$ cat src/common/bus_bridge_defs.vh
/*
  Constants for the mixed-speed bus bridge: code byte patterns, timing figures
  and the cycle counts derived from them at the 25 MHz sampling clock.
  Assumes the includer runs on that clock and uses no other definitions.
*/
// Overview of operation
// - Without master code, stay joined, source off
// - Detect code from any master on bus
// - Open data gate first, then pull SDA
// - Open clock gate when both clocks high
// - Hold SCL high, SDA low during high-speed
// - Source off after every acknowledge bit
// - Source on once SCLH released and high
// - SCL low one microsecond forces reconnect
// - STOP returns whole bus to slow mode
// - Source off when STOP seen on SDAH
// - On STOP close clock gate, both high
// - After STOP release SDA pull-down
// - Release pull-down fast for bus free
// - Close data gate once SDA is high
// - Both gates closed within bus free time
// - Switch fast; keep slow-mode timing on SDA/SCL
// - Devices keep pace or stretch clock
// - Input filters reject pulses to 50 ns
// - Reserved code keeps bridge closed, slow
// - Bus free time taken as 1.3 us
`ifndef BUS_BRIDGE_DEFS_VH
`define BUS_BRIDGE_DEFS_VH

`define CLK_PERIOD_NS 40
`define CODE_MASK 8'hF8
`define CODE_HS 8'h08
`define SPIKE_NS 50
`define SPIKE_CYC (((`SPIKE_NS + `CLK_PERIOD_NS - 1) / `CLK_PERIOD_NS) + 1)
`define RECOVER_NS 1000
`define RECOVER_CYC ((`RECOVER_NS + `CLK_PERIOD_NS - 1) / `CLK_PERIOD_NS)
`define BUF_NS 1300
`define BUF_CYC (`BUF_NS / `CLK_PERIOD_NS)

`endif

$ cat src/rtl/mixed_speed_bus_bridge.v
/*
  Bridge control between a high-speed section (SDAH/SCLH) and a slow section
  (SDA/SCL). Watches all four lines, sampled on clk, and drives the two
  transfer gates, the slow data pull-down and the master current source.
  The gates and the pull-down are enables for open-drain switches outside
  this block; the block itself never drives a bus line.
  Assumes the lines arrive asynchronously and that hsAckDone is a pulse from
  the local master logic on clk marking the end of each acknowledge bit.
  Assumes activeMaster is a level from the same logic, high while the local
  master has won the code byte arbitration.
*/
`timescale 1ns/100ps
`include "bus_bridge_defs.vh"

module mixed_speed_bus_bridge (
  input wire clk,                  // 25 MHz sampling clock
  input wire srst,                 // Synchronous reset, active high
  input wire sdaHIn,               // High-speed data line level
  input wire sclHIn,               // High-speed clock line level
  input wire sdaIn,                // Slow data line level
  input wire sclIn,                // Slow clock line level
  input wire hsAckDone,            // Local master ack bit done, pulse
  input wire activeMaster,         // Local master owns the bus, level
  output reg dataTransferGate,     // High joins SDAH and SDA
  output reg clockTransferGate,    // High joins SCLH and SCL
  output reg slowDataPulldown,     // High drives SDA low
  output reg masterCurrentSource,  // High enables SCLH current source
  output reg highSpeedMode         // Bridge split for high-speed transfer
);

  localparam ST_JOIN = 3'd0;
  localparam ST_SPLIT_DATA = 3'd1;
  localparam ST_WAIT_CLK = 3'd2;
  localparam ST_HS = 3'd3;
  localparam ST_RELEASE = 3'd4;

  // Decodes of the next state used by the output registers and the current source
  function in_hs_phase;
    input [2:0] st;
    begin
      in_hs_phase = (st == ST_HS);
    end
  endfunction

  function slow_parked;
    input [2:0] st;
    begin
      // SDA held low from the clock hand-over wait up to the STOP
      slow_parked = (st == ST_WAIT_CLK) || (st == ST_HS);
    end
  endfunction

  function clock_joined;
    input [2:0] st;
    begin
      // Clock gate opens only for the high-speed phase itself
      clock_joined = (st != ST_HS);
    end
  endfunction

  // Filter step: count of samples that disagree with the level taken
  function [2:0] filt_count;
    input [2:0] cnt;
    input differs;
    begin
      if (!differs || cnt == (`SPIKE_CYC - 1))
        filt_count = 3'h0;
      else
        filt_count = cnt + 3'h1;
    end
  endfunction

  // Two-flop synchronisers; second stage only feeds the filters.
  // Preset high so a released bus gives no false edge after reset.
  reg [3:0] meta;
  reg [3:0] sync;
  always @(posedge clk) begin
    if (srst) begin
      meta <= 4'hF;
      sync <= 4'hF;
    end else begin
      meta <= {sdaHIn, sclHIn, sdaIn, sclIn};
      sync <= meta;
    end
  end

  // Spike filters: a new level must persist SPIKE_CYC samples, so short
  // pulses never reach the decoders; the price is a few cycles of latency
  reg sdaH;
  reg sclH;
  reg sdaL;
  reg sclL;
  reg [2:0] sdaHCnt;
  reg [2:0] sclHCnt;
  reg [2:0] sdaLCnt;
  reg [2:0] sclLCnt;

  // High-speed data line
  always @(posedge clk) begin
    if (srst) begin
      sdaH <= 1'b1;
      sdaHCnt <= 3'h0;
    end else begin
      sdaHCnt <= filt_count(sdaHCnt, sync[3] != sdaH);
      if (sync[3] != sdaH && sdaHCnt == (`SPIKE_CYC - 1))
        sdaH <= sync[3];
    end
  end

  // High-speed clock line
  always @(posedge clk) begin
    if (srst) begin
      sclH <= 1'b1;
      sclHCnt <= 3'h0;
    end else begin
      sclHCnt <= filt_count(sclHCnt, sync[2] != sclH);
      if (sync[2] != sclH && sclHCnt == (`SPIKE_CYC - 1))
        sclH <= sync[2];
    end
  end

  // Slow data line
  always @(posedge clk) begin
    if (srst) begin
      sdaL <= 1'b1;
      sdaLCnt <= 3'h0;
    end else begin
      sdaLCnt <= filt_count(sdaLCnt, sync[1] != sdaL);
      if (sync[1] != sdaL && sdaLCnt == (`SPIKE_CYC - 1))
        sdaL <= sync[1];
    end
  end

  // Slow clock line
  always @(posedge clk) begin
    if (srst) begin
      sclL <= 1'b1;
      sclLCnt <= 3'h0;
    end else begin
      sclLCnt <= filt_count(sclLCnt, sync[0] != sclL);
      if (sync[0] != sclL && sclLCnt == (`SPIKE_CYC - 1))
        sclL <= sync[0];
    end
  end

  // Edge history of the filtered high-speed lines; START and STOP are
  // data edges while the clock is high, seen from any master on the bus
  reg sdaHPrev;
  reg sclHPrev;
  always @(posedge clk) begin
    if (srst) begin
      sdaHPrev <= 1'b1;
      sclHPrev <= 1'b1;
    end else begin
      sdaHPrev <= sdaH;
      sclHPrev <= sclH;
    end
  end

  wire startSeen = sdaHPrev & ~sdaH & sclH;
  wire stopSeen = ~sdaHPrev & sdaH & sclH;
  wire sclRise = ~sclHPrev & sclH;

  // Code byte shifter, shared by every master on the bus
  reg [3:0] bitCnt;
  reg [7:0] codeByte;
  reg codeValid;
  always @(posedge clk) begin
    if (srst) begin
      bitCnt <= 4'hF;
      codeByte <= 8'h00;
      codeValid <= 1'b0;
    end else if (startSeen) begin
      bitCnt <= 4'h0;
      codeValid <= 1'b0;
    end else if (stopSeen) begin
      bitCnt <= 4'hF;
      codeValid <= 1'b0;
    end else if (sclRise && bitCnt < 4'h8) begin
      codeByte <= {codeByte[6:0], sdaH};
      bitCnt <= bitCnt + 4'h1;
      codeValid <= (bitCnt == 4'h7);
    end else begin
      codeValid <= 1'b0;
    end
  end

  // Only the 0000 1XXX pattern splits; reserved codes keep the bus joined
  function is_hs_code;
    input [7:0] b;
    begin
      is_hs_code = ((b & `CODE_MASK) == `CODE_HS);
    end
  endfunction
  wire hsCode = codeValid && is_hs_code(codeByte);

  // Recovery timer: counts while slow SCL is low, cleared while high.
  // Measured after the filter, so the forced rejoin lands a few cycles
  // later than the raw low time; still well inside a hang recovery.
  reg [5:0] recCnt;
  reg recover;
  always @(posedge clk) begin
    if (srst || sclL) begin
      recCnt <= 6'h00;
      recover <= 1'b0;
    end else if (recCnt == (`RECOVER_CYC - 1)) begin
      recover <= 1'b1;
    end else begin
      recCnt <= recCnt + 6'h01;
    end
  end

  // Bus free timer bounds the reconnect after STOP
  reg [5:0] bufCnt;
  reg [2:0] state;
  reg [2:0] next_state;
  always @(posedge clk) begin
    if (srst || state != ST_RELEASE)
      bufCnt <= 6'h00;
    else if (bufCnt != 6'h3F)
      bufCnt <= bufCnt + 6'h01;
  end
  wire bufOver = (bufCnt >= (`BUF_CYC - 2));

  // The hand-over waits for the clock pulse of the NACK after the code
  // byte, so the slow devices still see a complete ninth clock
  reg nackClock;
  always @(posedge clk) begin
    if (srst || state == ST_JOIN)
      nackClock <= 1'b0;
    else if (state == ST_WAIT_CLK && sclRise)
      nackClock <= 1'b1;
  end

  // Bridge sequencer
  always @* begin
    next_state = state;
    case (state)
      ST_JOIN: begin
        if (hsCode)
          next_state = ST_SPLIT_DATA;
      end
      ST_SPLIT_DATA:
        next_state = ST_WAIT_CLK; // data gate opened a cycle earlier
      ST_WAIT_CLK: begin
        // A stretched slow clock simply delays the hand-over
        if (nackClock && sclH && sclL)
          next_state = ST_HS;
      end
      ST_HS: begin
        if (stopSeen)
          next_state = ST_RELEASE;
      end
      ST_RELEASE: begin
        if (sdaL || bufOver)
          next_state = ST_JOIN;
      end
      default:
        next_state = ST_JOIN;
    endcase
    if (recover && state != ST_JOIN)
      next_state = ST_JOIN;
  end

  always @(posedge clk) begin
    if (srst)
      state <= ST_JOIN;
    else
      state <= next_state;
  end

  // Next output values; the data gate leads the pull-down by a cycle on the
  // way in and trails it on the way out after STOP, switching with it on a forced rejoin, so the sections never fight
  reg next_dataTransferGate;
  reg next_clockTransferGate;
  reg next_slowDataPulldown;
  reg next_highSpeedMode;
  always @* begin
    next_dataTransferGate = (next_state == ST_JOIN);
    next_clockTransferGate = clock_joined(next_state);
    next_slowDataPulldown = slow_parked(next_state);
    next_highSpeedMode = (next_state != ST_JOIN);
  end

  // One cycle from decision to switch, far inside the slow-mode margins;
  // gates close with the lines high, except on bus free timeout or on a forced rejoin with SCL low
  always @(posedge clk) begin
    if (srst) begin
      dataTransferGate <= 1'b1;
      clockTransferGate <= 1'b1;
      slowDataPulldown <= 1'b0;
      highSpeedMode <= 1'b0;
    end else begin
      dataTransferGate <= next_dataTransferGate;
      clockTransferGate <= next_clockTransferGate;
      slowDataPulldown <= next_slowDataPulldown;
      highSpeedMode <= next_highSpeedMode;
    end
  end

  // Current source: off after ack or STOP, back on once SCLH is high again.
  // Only the winning master may run it; a losing one stays passive.
  reg srcHold;
  reg next_srcHold;
  reg next_masterCurrentSource;
  always @* begin
    next_srcHold = srcHold;
    next_masterCurrentSource = masterCurrentSource;
    if (!in_hs_phase(next_state) || !activeMaster || stopSeen) begin
      next_masterCurrentSource = 1'b0;
      next_srcHold = 1'b0;
    end else if (hsAckDone) begin
      next_masterCurrentSource = 1'b0;
      next_srcHold = 1'b1;
    end else if (srcHold) begin
      if (sclRise) begin
        next_masterCurrentSource = 1'b1;
        next_srcHold = 1'b0;
      end
    end else begin
      next_masterCurrentSource = 1'b1;
    end
  end

  always @(posedge clk) begin
    if (srst) begin
      masterCurrentSource <= 1'b0;
      srcHold <= 1'b0;
    end else begin
      masterCurrentSource <= next_masterCurrentSource;
      srcHold <= next_srcHold;
    end
  end

endmodule

$ cat config.mk
export PLATFORM = sky130hd
export DESIGN_NAME = mixed_speed_bus_bridge
export DESIGN_NICKNAME = d
export VERILOG_FILES = /design/src/rtl/mixed_speed_bus_bridge.v
export VERILOG_INCLUDE_DIRS = /design/src /design/src/common
export SDC_FILE = /design/constraint.sdc
export NUM_CORES = 1
export LEC_CHECK = 0
export ABC_AREA = 1
export BUFFER_PORTS_ARGS = -buffer_cell sky130_fd_sc_hd__buf_2
export CAP_MARGIN = 20
export CORE_MARGIN = 8
export CORE_UTILIZATION = 54
export CTS_CLUSTER_DIAMETER = 40
export DETAILED_ROUTE_END_ITERATION = 7
export GPL_TIMING_DRIVEN = 0
export PLACE_DENSITY = 0.76
export REMOVE_ABC_BUFFERS = 1
export SKIP_LAST_GASP = 1
export SYNTH_ARGS = -nofsm -noshare
export SYNTH_HDL_FRONTEND = slang
export SYNTH_SLANG_ARGS = --single-unit
$ cat constraint.sdc
create_clock -name clk -period 1.2 [get_ports clk]
set_input_delay 0.12 -clock clk [delete_from_list [all_inputs] [get_ports clk]]
set_output_delay 0.12 -clock clk [all_outputs]
set_load 0.1 [all_outputs]
After elaboration in Yosys (flattened, before gate mapping). Index checks and enable logic that the tools add are counted.

Memories: 0. RAM bits: 0. Bits in registers: 62. Output and inout bits: 5. ROM bits: 0. Latch bits: 0. Input port bits: 8. Word-level logic and storage cells: 121.

Reduce and logical (&&, ||, !) cells: 40. Divide/modulo/power cells: 0. Muxes and demuxes: 14. Bitwise operators: 11. Add/subtract/negate cells: 7. Equality and inequality tests: 21. Magnitude comparators: 2. Shifts and indexed selects: 0. Multipliers: 0.

Operator list (number): 3-bit by 2-bit equality test with 1-bit output, second input constant (8); 3-bit 2-to-1 mux (5); 3-bit one-hot mux with 5 select lines (1); 3-bit by 1-bit adder with 3-bit output, second input constant (4); 6-bit by 1-bit adder with 6-bit output, second input constant (2); 4-bit 2-to-1 mux (3); 1-bit logical OR (11); 1-bit logical AND (10); 2-bit OR reduction (5); 3-bit nonzero test (3); 6-bit by 5-bit equality test with 1-bit output, second input constant (1); 6-bit by 5-bit greater-or-equal comparator with 1-bit output, second input constant (1); 1-bit logical NOT (6); 3-bit logical NOT (2); 6-bit inequality test, second input constant (1); 1-bit NOT (6); 1-bit bitwise AND (5); 5-bit by 1-bit equality test with 1-bit output, second input constant (1); 1-bit 2-to-1 mux (5); 4-bit by 1-bit adder with 4-bit output, second input constant (1); 4-bit by 3-bit equality test with 1-bit output, second input constant (1); 4-bit less-than comparator, second input constant (1); 1-bit inequality test (4); 4-bit OR reduction (1); 7 further kinds (7).

Logic depth before layout (Yosys ltp). Gate-level depths: netlist of run 1.

Depth in word-level cells: 11. Gate-level depth with buffers: 10. Depth with buffers taken out: 10.

Worst setup path after synthesis of run 1. Ideal clock, no wire load.

Path kind: flip-flop to flip-flop. From: reg, netlist name masterCurrentSource. To: reg masterCurrentSource. Stages on the path, launching flop included: 3. Required time: 1.135 ns. Arrival time: 1.187 ns. Path slack: -0.053 ns. Library setup time: 0.065 ns. Period minus slack after synthesis: 1.253 ns. Buffers on the path: 0. Path through: dfxtp_1 -> o21bai_1 -> nor2_1.

RTL lines: to (signal assigned) (RTL line mixed_speed_bus_bridge.v:330) `masterCurrentSource <= next_masterCurrentSource;`; to (decl) (RTL line mixed_speed_bus_bridge.v:27) `output reg masterCurrentSource,`.

Final worst setup path of run 1.
From: reg state[1]. To: reg dataTransferGate.

Longest elaborated chain between the ends: 4. Elaborated cells on any way between the ends: 14. Classes of those cells: 4 x eq/ne; 6 x mux; 4 x reduce/logical.

RTL lines: from (decl) (RTL line mixed_speed_bus_bridge.v:215) `reg [2:0] state;`; from (signal assigned) (RTL line mixed_speed_bus_bridge.v:269) `state <= next_state;`; 3-bit equality test, or another cell as far along (RTL line mixed_speed_bus_bridge.v:238) `case (state)`; 3-bit one-hot mux with 5 select lines / 1-bit logical AND (equally long branches) (RTL line mixed_speed_bus_bridge.v:238, mixed_speed_bus_bridge.v:261); 3-bit 2-to-1 mux * (RTL line mixed_speed_bus_bridge.v:261) `if (recover && state != ST_JOIN)`; 3-bit logical NOT * (RTL line mixed_speed_bus_bridge.v:279) `next_dataTransferGate = (next_state == ST_JOIN);`; to (signal assigned) (RTL line mixed_speed_bus_bridge.v:294) `dataTransferGate <= next_dataTransferGate;`; to (decl) (RTL line mixed_speed_bus_bridge.v:24) `output reg dataTransferGate,`.

Mark *: on every way between the ends. The rest lies on a longest branch, timed or not. A chain may end at the register's enable or synchronous reset.

==> results of run 1 <==
[worst min path at each step]
stage	cells after the start	to	slack (ns)
after global placement	2	meta[3]$_SDFF_PP1_	0.30
after floorplan	2	bitCnt[0]$_SDFFE_PP1P_	0.21
final	3	srcHold$_SDFF_PP0_	0.04
after CTS	3	srcHold$_SDFF_PP0_	0.03
after global routing	3	srcHold$_SDFF_PP0_	0.06
after detailed placement	2	meta[3]$_SDFF_PP1_	0.30
[cell usage after synthesis, drive strengths merged]
cell type,count,share of area (%)
dfxtp,62,48
nor2,49,8.0
inv,40,5.8
nand2,39,6.0
nand3,26,6.0
a21oi,18,3.5
o21ai,18,3.8
ha,13,6.3
or2,12,2.9
xnor2,6,2.0
xor2,6,2.0
nand4,5,1.2
buf,4,1.3
nor3,4,1.2
o211ai,3,0.87
a211oi,1,0.29
a31oi,1,0.24
clkbuf,1,0.14
o21a,1,0.29
o21bai,1,0.29
[metal layers]
metal	GRT usage, %	up-vias	wire length [um]
met2	21.9	33	2500
met3	3.57	14	141
met4	6.80	0	150
met1	14.8	944	2200
met5	0	-	0
li1	-	1070	-
[worst min-delay path, stage by stage]
cell	delay, ns
buf_2	0.09
a21oi_1	0.04
nor2_1	0.08
[state kept, by name, summed over array words and instances, names as in the netlist, 4 cells and up]
| signal | flops |
|---|---|
| codeByte | 8 |
| bufCnt | 6 |
| recCnt | 6 |
| bitCnt | 4 |
| meta | 4 |
| sync | 4 |
[timing repair]
item | in CTS | in global routing
setup buffers | 3 | 12
endpoints found under the hold margin | 4 | 0
hold buffers | 4 | 0
setup endpoints to repair | 27 | 31
gates cloned | 0 | 1
gates resized for setup | 17 | 43
pin swaps | 6 | 14
[where the power goes]
part	internal [uW]	switching, uW	total [uW]
logic	41.7	47.8	89.5
clock network	1220	770	1990
registers	2070	10.5	2080
total	3330	829	4160
[final cells by class]
| class | instances | area, um^2 | area share (%) |
|---|---|---|---|
| clock inverters | 4 | 70.1 | 2.15 |
| inverters | 40 | 158 | 4.84 |
| multi-input cells | 204 | 1320 | 40.7 |
| flip-flops and latches | 62 | 1260 | 38.8 |
| well taps | 54 | 67.6 | 2.08 |
| clock buffers | 12 | 145 | 4.46 |
| repair buffers | 31 | 226 | 6.96 |
[kinds of logic (layout without fill, tap and decap cells)]
family                     after synthesis  in the layout
adders and majority gates               13             13
xor gates and xnor gates                12             12
and+or+nand+nor                        135            136
buffers and inverters                   45             87
DFF                                     62             62
AOI/OAI and AO/OA                       43             43
[metrics by stage]
step	instances	utilization, %	instance area, um^2	setup slack, ns
floorplan	305	-	2550	-0.0526
global placement	371	57.4	2680	-0.254
detailed placement	371	57.4	2680	-0.276
CTS	394	64.5	3000	-0.0128
global route	407	69.8	3250	-0.110
finish	407	69.8	3250	-0.0506
[layout by cell type (no fill, tap or decap), types with 5 or more instances in the layout]
cell / count
a21oi_1: 17
buf_2: 8
buf_4: 15
clkbuf_8: 10
dfxtp_1: 52
dfxtp_2: 6
ha_1: 12
inv_1: 31
inv_2: 6
nand2_1: 33
nand3_1: 14
nand3_2: 9
nand4_1: 5
nor2_1: 38
nor2_2: 7
o21ai_0: 6
o21ai_1: 7
or2_2: 10
xnor2_1: 6
xor2_1: 6
==> summary.md, run 1 <==
| Metric | Value |
|---|---|
| Reg2reg start | `state[1]$_SDFF_PP0_` |
| Largest family of logic cells by synthesized area | `simple AND/OR/NAND/NOR gates` |
| Fin nets | `369` |
| Final setup fails | `7` |
| Post-Route WL | `4.99 mm` |
| Core Box Area | `4660 um^2` |
| WP buf/inv | `1` |
| Hold Vio Cnt, Final | `0` |
| Detailed-route via count | `2061` |
| Horiz. Die Dim | `85.2 um` |
| RSZ-0062 raised after global routing | `true` |
| Post-route DRC | `0` |
| Final WS setup | `-0.0506 ns` |
| Final HPWL DP | `2.97 mm` |
| Synth Area in Compound Gates | `9.24%` |
| Share of layout cells above drive strength 1 | `31.4%` |
| CTS buffer count | `9` |
| Post-route setup TNS | `-0.147 ns` |
| GPL Wtd Cong | `0.775` |
| Cell area after synthesis | `2590 um^2` |
| Max-cap violations | `0` |
| Simple-Gate Fraction of Synth Area | `25.2%` |
| GRT Total Usage | `13.1%` |
| Worst Hold Launch | `hsAckDone` |
| DRT Pass-1 Iters | `4` |
| Slew headroom | `67.9%` |
| Initial drt markers | `72` |
| Mux share of post-synthesis cell area | `0%` |
| Synthesized instance count | `310` |
| CTS Sinks | `62` |
| Crit-path cells | `inv_2 -> nand3_1 -> nor2_2 -> nand2_2 -> nand2_2 -> nand3_2 -> nand2_1 -> nor2_2` |
| Critical-path top delay cell | `dfxtp_2` |
| Grt ovf | `0` |
| Antenna-violating nets left | `0` |
| CP arrival | `1.48 ns` |
| Total power | `4160 uW` |
| Achievable Freq | `800 MHz` |
| CTS tree | `done` |
| Clk slew on worst S/H paths | `0.07 ns` |
| Max incr delay on CP | `0.36 ns` |
| Worst Setup EP | `dataTransferGate$_SDFF_PP1_` |
| Vias in the first global route | `1850` |
| Antenna violations before repair | `0` |
| FF+latch count, synth | `62` |
| N_diodes | `0` |
| Ports | `13` |
| CP Depth | `8` |
| Crit path kind | `reg2reg` |
| Port bufs | `12` |
| Final Cycle Share | `104%` |
| Run status | `finished, violations left` |
| PwrDens | `1280 nW/um^2` |
| Pleak | `0.00134 uW` |
| Bufs on Longest Clock Path | `2` |
| Crit-path max FO | `4` |
| Adder and majority cell fraction of the synthesized area | `6.29%` |
| Largest net degree at the start of global routing | `26` |
| Chip height | `85.2 um` |
| Syn Area/Cell | `8.34 um^2` |
| CP endpoint kind | `flip-flop` |
| Slew Limit Fails | `0` |
| Failing checks | `negative setup slack` |
| H-tree lvl count | `3` |
| Fillers | `341` |
| Skew-Pair Late Insertion Delay | `0.33 ns` |
| Die area | `7260 um^2` |
| Wire per inst | `12.3 um` |
| Slew @ Worst Pin | `0.485 ns` |
| CTS Root Cell | `clkbuf_8` |
| Crit-path leading delay family | `simple AND/OR/NAND/NOR gates` |
| Element type at the critical path start | `flip-flop` |
| Wire length of the first global-routing pass | `7.68 mm` |
| R2r setup slk | `-0.05 ns` |
| FF-to-FF path depth | `8` |
| CP startpoint | `state[1]$_SDFF_PP0_` |
| Req. time, crit path | `1.43 ns` |
| Final min period | `1.25 ns` |
| Layout area overhead | `25.8%` |
| Max VDD drop | `890 uV` |
| Final Skew | `0.00607 ns` |
| Final hold slack | `0.0367 ns` |
| Hold Crit Class | `in2reg` |
| R2r endpoint | `dataTransferGate$_SDFF_PP1_` |
| Netlist cell types | `31` |
| Via density | `5.06` |
| Core Rows | `25` |
| Warnings, synthesis | `0` |
| Synth Area in XOR/XNOR | `4.06%` |
| Sequential area share after synthesis | `48.0%` |
| Initial Utilization | `55.5%` |
No activity file was read; power rests on OpenSTA's default activity.
==> run 2: changes to the inputs <==
==> constraint.sdc (replaced) <==
create_clock -name clk -period 1.1 [get_ports clk]
set_input_delay 0.11 -clock clk [delete_from_list [all_inputs] [get_ports clk]]
set_output_delay 0.11 -clock clk [all_outputs]
set_load 0.1 [all_outputs]
==> run 2 against run 1 <==
Effect of this change:
- the flow still finishes with violations (negative setup slack)
- register-to-register slack worse by 0.10 ns
- fmax about the same
- clock-buffer cell count unchanged
==> summary.md, run 2 (synthesized netlist as in run 1, its figures left out) <==
| Metric | Value |
|---|---|
| Post-route cell area | `3330 um^2` |
| Number of flip-flops in the largest register | `8` |
| R2r setup slk | `-0.15 ns` |
| Slew headroom | `75.5%` |
| Element type at the critical path start | `flip-flop` |
| Failing checks | `negative setup slack` |
| Achievable Freq | `799 MHz` |
| Layout area overhead | `28.8%` |
| Horiz. Die Dim | `85.2 um` |
| Final min period | `1.25 ns` |
| Worst Setup EP | `codeByte[0]$_SDFFE_PP0P_` |
| Final HPWL DP | `2.97 mm` |
| PwrDens | `1360 nW/um^2` |
| Vias in the first global route | `1926` |
| Fin nets | `372` |
| Clk slew on worst S/H paths | `0.07 ns` |
| Final hold slack | `0.0299 ns` |
| R2r endpoint | `codeByte[0]$_SDFFE_PP0P_` |
| Non-filler instance count after layout | `410` |
| Hold Crit Class | `in2reg` |
| Initial Utilization | `55.5%` |
| CP endpoint kind | `flip-flop` |
| Port bufs | `12` |
| GPL Wtd Cong | `0.775` |
| Crit-path max FO | `6` |
| Run status | `finished, violations left` |
| Ports | `13` |
| Grt ovf | `0` |
| RSZ-0062 raised after global routing | `true` |
| CP startpoint | `sclH$_SDFFE_PP1P_` |
| Via density | `5.13` |
| Req. time, crit path | `1.36 ns` |
| Crit path kind | `reg2reg` |
| Reg2reg start | `sclH$_SDFFE_PP1P_` |
| Pre-CTS WS | `-0.376 ns` |
| CTS tree | `done` |
| Die area | `7260 um^2` |
| GRT Total Usage | `13.7%` |
| Antenna-violating nets left | `0` |
| Top flop regs | `codeByte x8, bufCnt x6, recCnt x6` |
| Post-route DRC | `0` |
| Initial drt markers | `70` |
| Cells after DPL | `371` |
| Final setup fails | `24` |
| DRT Pass-1 Iters | `4` |
| Bufs on Longest Clock Path | `2` |
| Hold Vio Cnt, Final | `0` |
| FF-to-FF path depth | `6` |
| CP arrival | `1.51 ns` |
| Post-route setup TNS | `-1.97 ns` |
| Final WS setup | `-0.151 ns` |
| Detailed-route via count | `2102` |
| Wire per inst | `12.0 um` |
| Wire length of the first global-routing pass | `8.05 mm` |
| Max VDD drop | `972 uV` |
| Slew Limit Fails | `0` |
| N_diodes | `0` |
| Slew @ Worst Pin | `0.367 ns` |
| Pleak | `0.00135 uW` |
| H-tree lvl count | `3` |
| Leading cell type in the layout, fill and taps excluded | `dfxtp_1` |
| Top reg by flops | `codeByte` |
| CTS buffer count | `9` |
| Share of layout cells above drive strength 1 | `36.5%` |
| Most frequent cells in the layout | `dfxtp_1, nand2_1, nor2_1` |
| CTS Root Cell | `clkbuf_8` |
| Antenna violations before repair | `0` |
| Skew-Pair Late Insertion Delay | `0.33 ns` |
| Max-cap violations | `0` |
| Core Box Area | `4660 um^2` |
| Core Rows | `25` |
| Final Skew | `0.00706 ns` |
| Largest net degree at the start of global routing | `26` |
| Chip height | `85.2 um` |
| CTS Sinks | `62` |
| Post-Route WL | `4.92 mm` |
| Final Cycle Share | `114%` |
| Total placed instance area | `2680 um^2` |
==> run 2: cell count changes in the layout (fill, tap and decap cells not counted), sizes merged <==
| cell | before | now |
|---|---|---|
| clkinv | 2 | 3 |
| buf | 24 | 30 |
| clkbuf | 15 | 12 |
| inv | 40 | 39 |
==> run 2: metrics by stage <==
| stage | util [%] | total power (uW) |
|---|---|---|
| global placement | 57.4 | 2410 |
| global route | 71.5 | 4690 |
| detailed placement | 57.4 | 2410 |
| floorplan | - | 2380 |
| CTS | 66.6 | 4580 |
| finish | 71.5 | 4530 |
==> run 2: critical path, stage by stage (launching register included) <==
cell	delay, ns
dfxtp_4	0.43
nand2_4	0.08
nor2_4	0.23
nand3_4	0.15
inv_4	0.12
o21ai_2	0.05
a21oi_1	0.12
==> run 2: worst min-delay path by stage <==
stage	from	to	slack, ns	depth (start not counted)
6_report	hsAckDone	srcHold$_SDFF_PP0_	0.03	3
5_1_grt	hsAckDone	srcHold$_SDFF_PP0_	0.06	3
4_1_cts	hsAckDone	srcHold$_SDFF_PP0_	0.02	3
3_5_place_dp	sdaHIn	meta[3]$_SDFF_PP1_	0.29	2
3_3_place_gp	sdaHIn	meta[3]$_SDFF_PP1_	0.29	2
2_1_floorplan	srst	bitCnt[0]$_SDFFE_PP1P_	0.20	2
==> run 2: layout make-up <==
class	instances	area, um^2
fillers	340	1330
multi-input cells	204	1360
repair buffers	34	259
flip-flops and latches	62	1270
inverters	40	156
clock inverters	4	70.1
clock buffers	12	145
well taps	54	67.6
==> run 2: what timing repair did <==
action                     in CTS  in global routing
hold endpoints to repair        4                  0
buffers inserted                8                 10
setup endpoints to repair      37                 46
pin swaps                      14                 24
cloned                          1                  0
gates resized for setup        33                 50
hold buffers                    4                  0
==> run 2: report_power, final <==
part / internal, uW / switching, uW / total, uW
logic: 47.8 / 53.4 / 101
registers: 2260 / 11.5 / 2270
clock network: 1330 / 831 / 2160
total: 3640 / 896 / 4530
==> run 2: metal layers <==
metal	up-vias	GRT usage (%)	share of wire [%]
met5	-	0	0
met4	0	7.12	2.8
met3	14	3.96	3.5
met2	28	23.4	49
met1	976	15.0	45
li1	1084	-	-
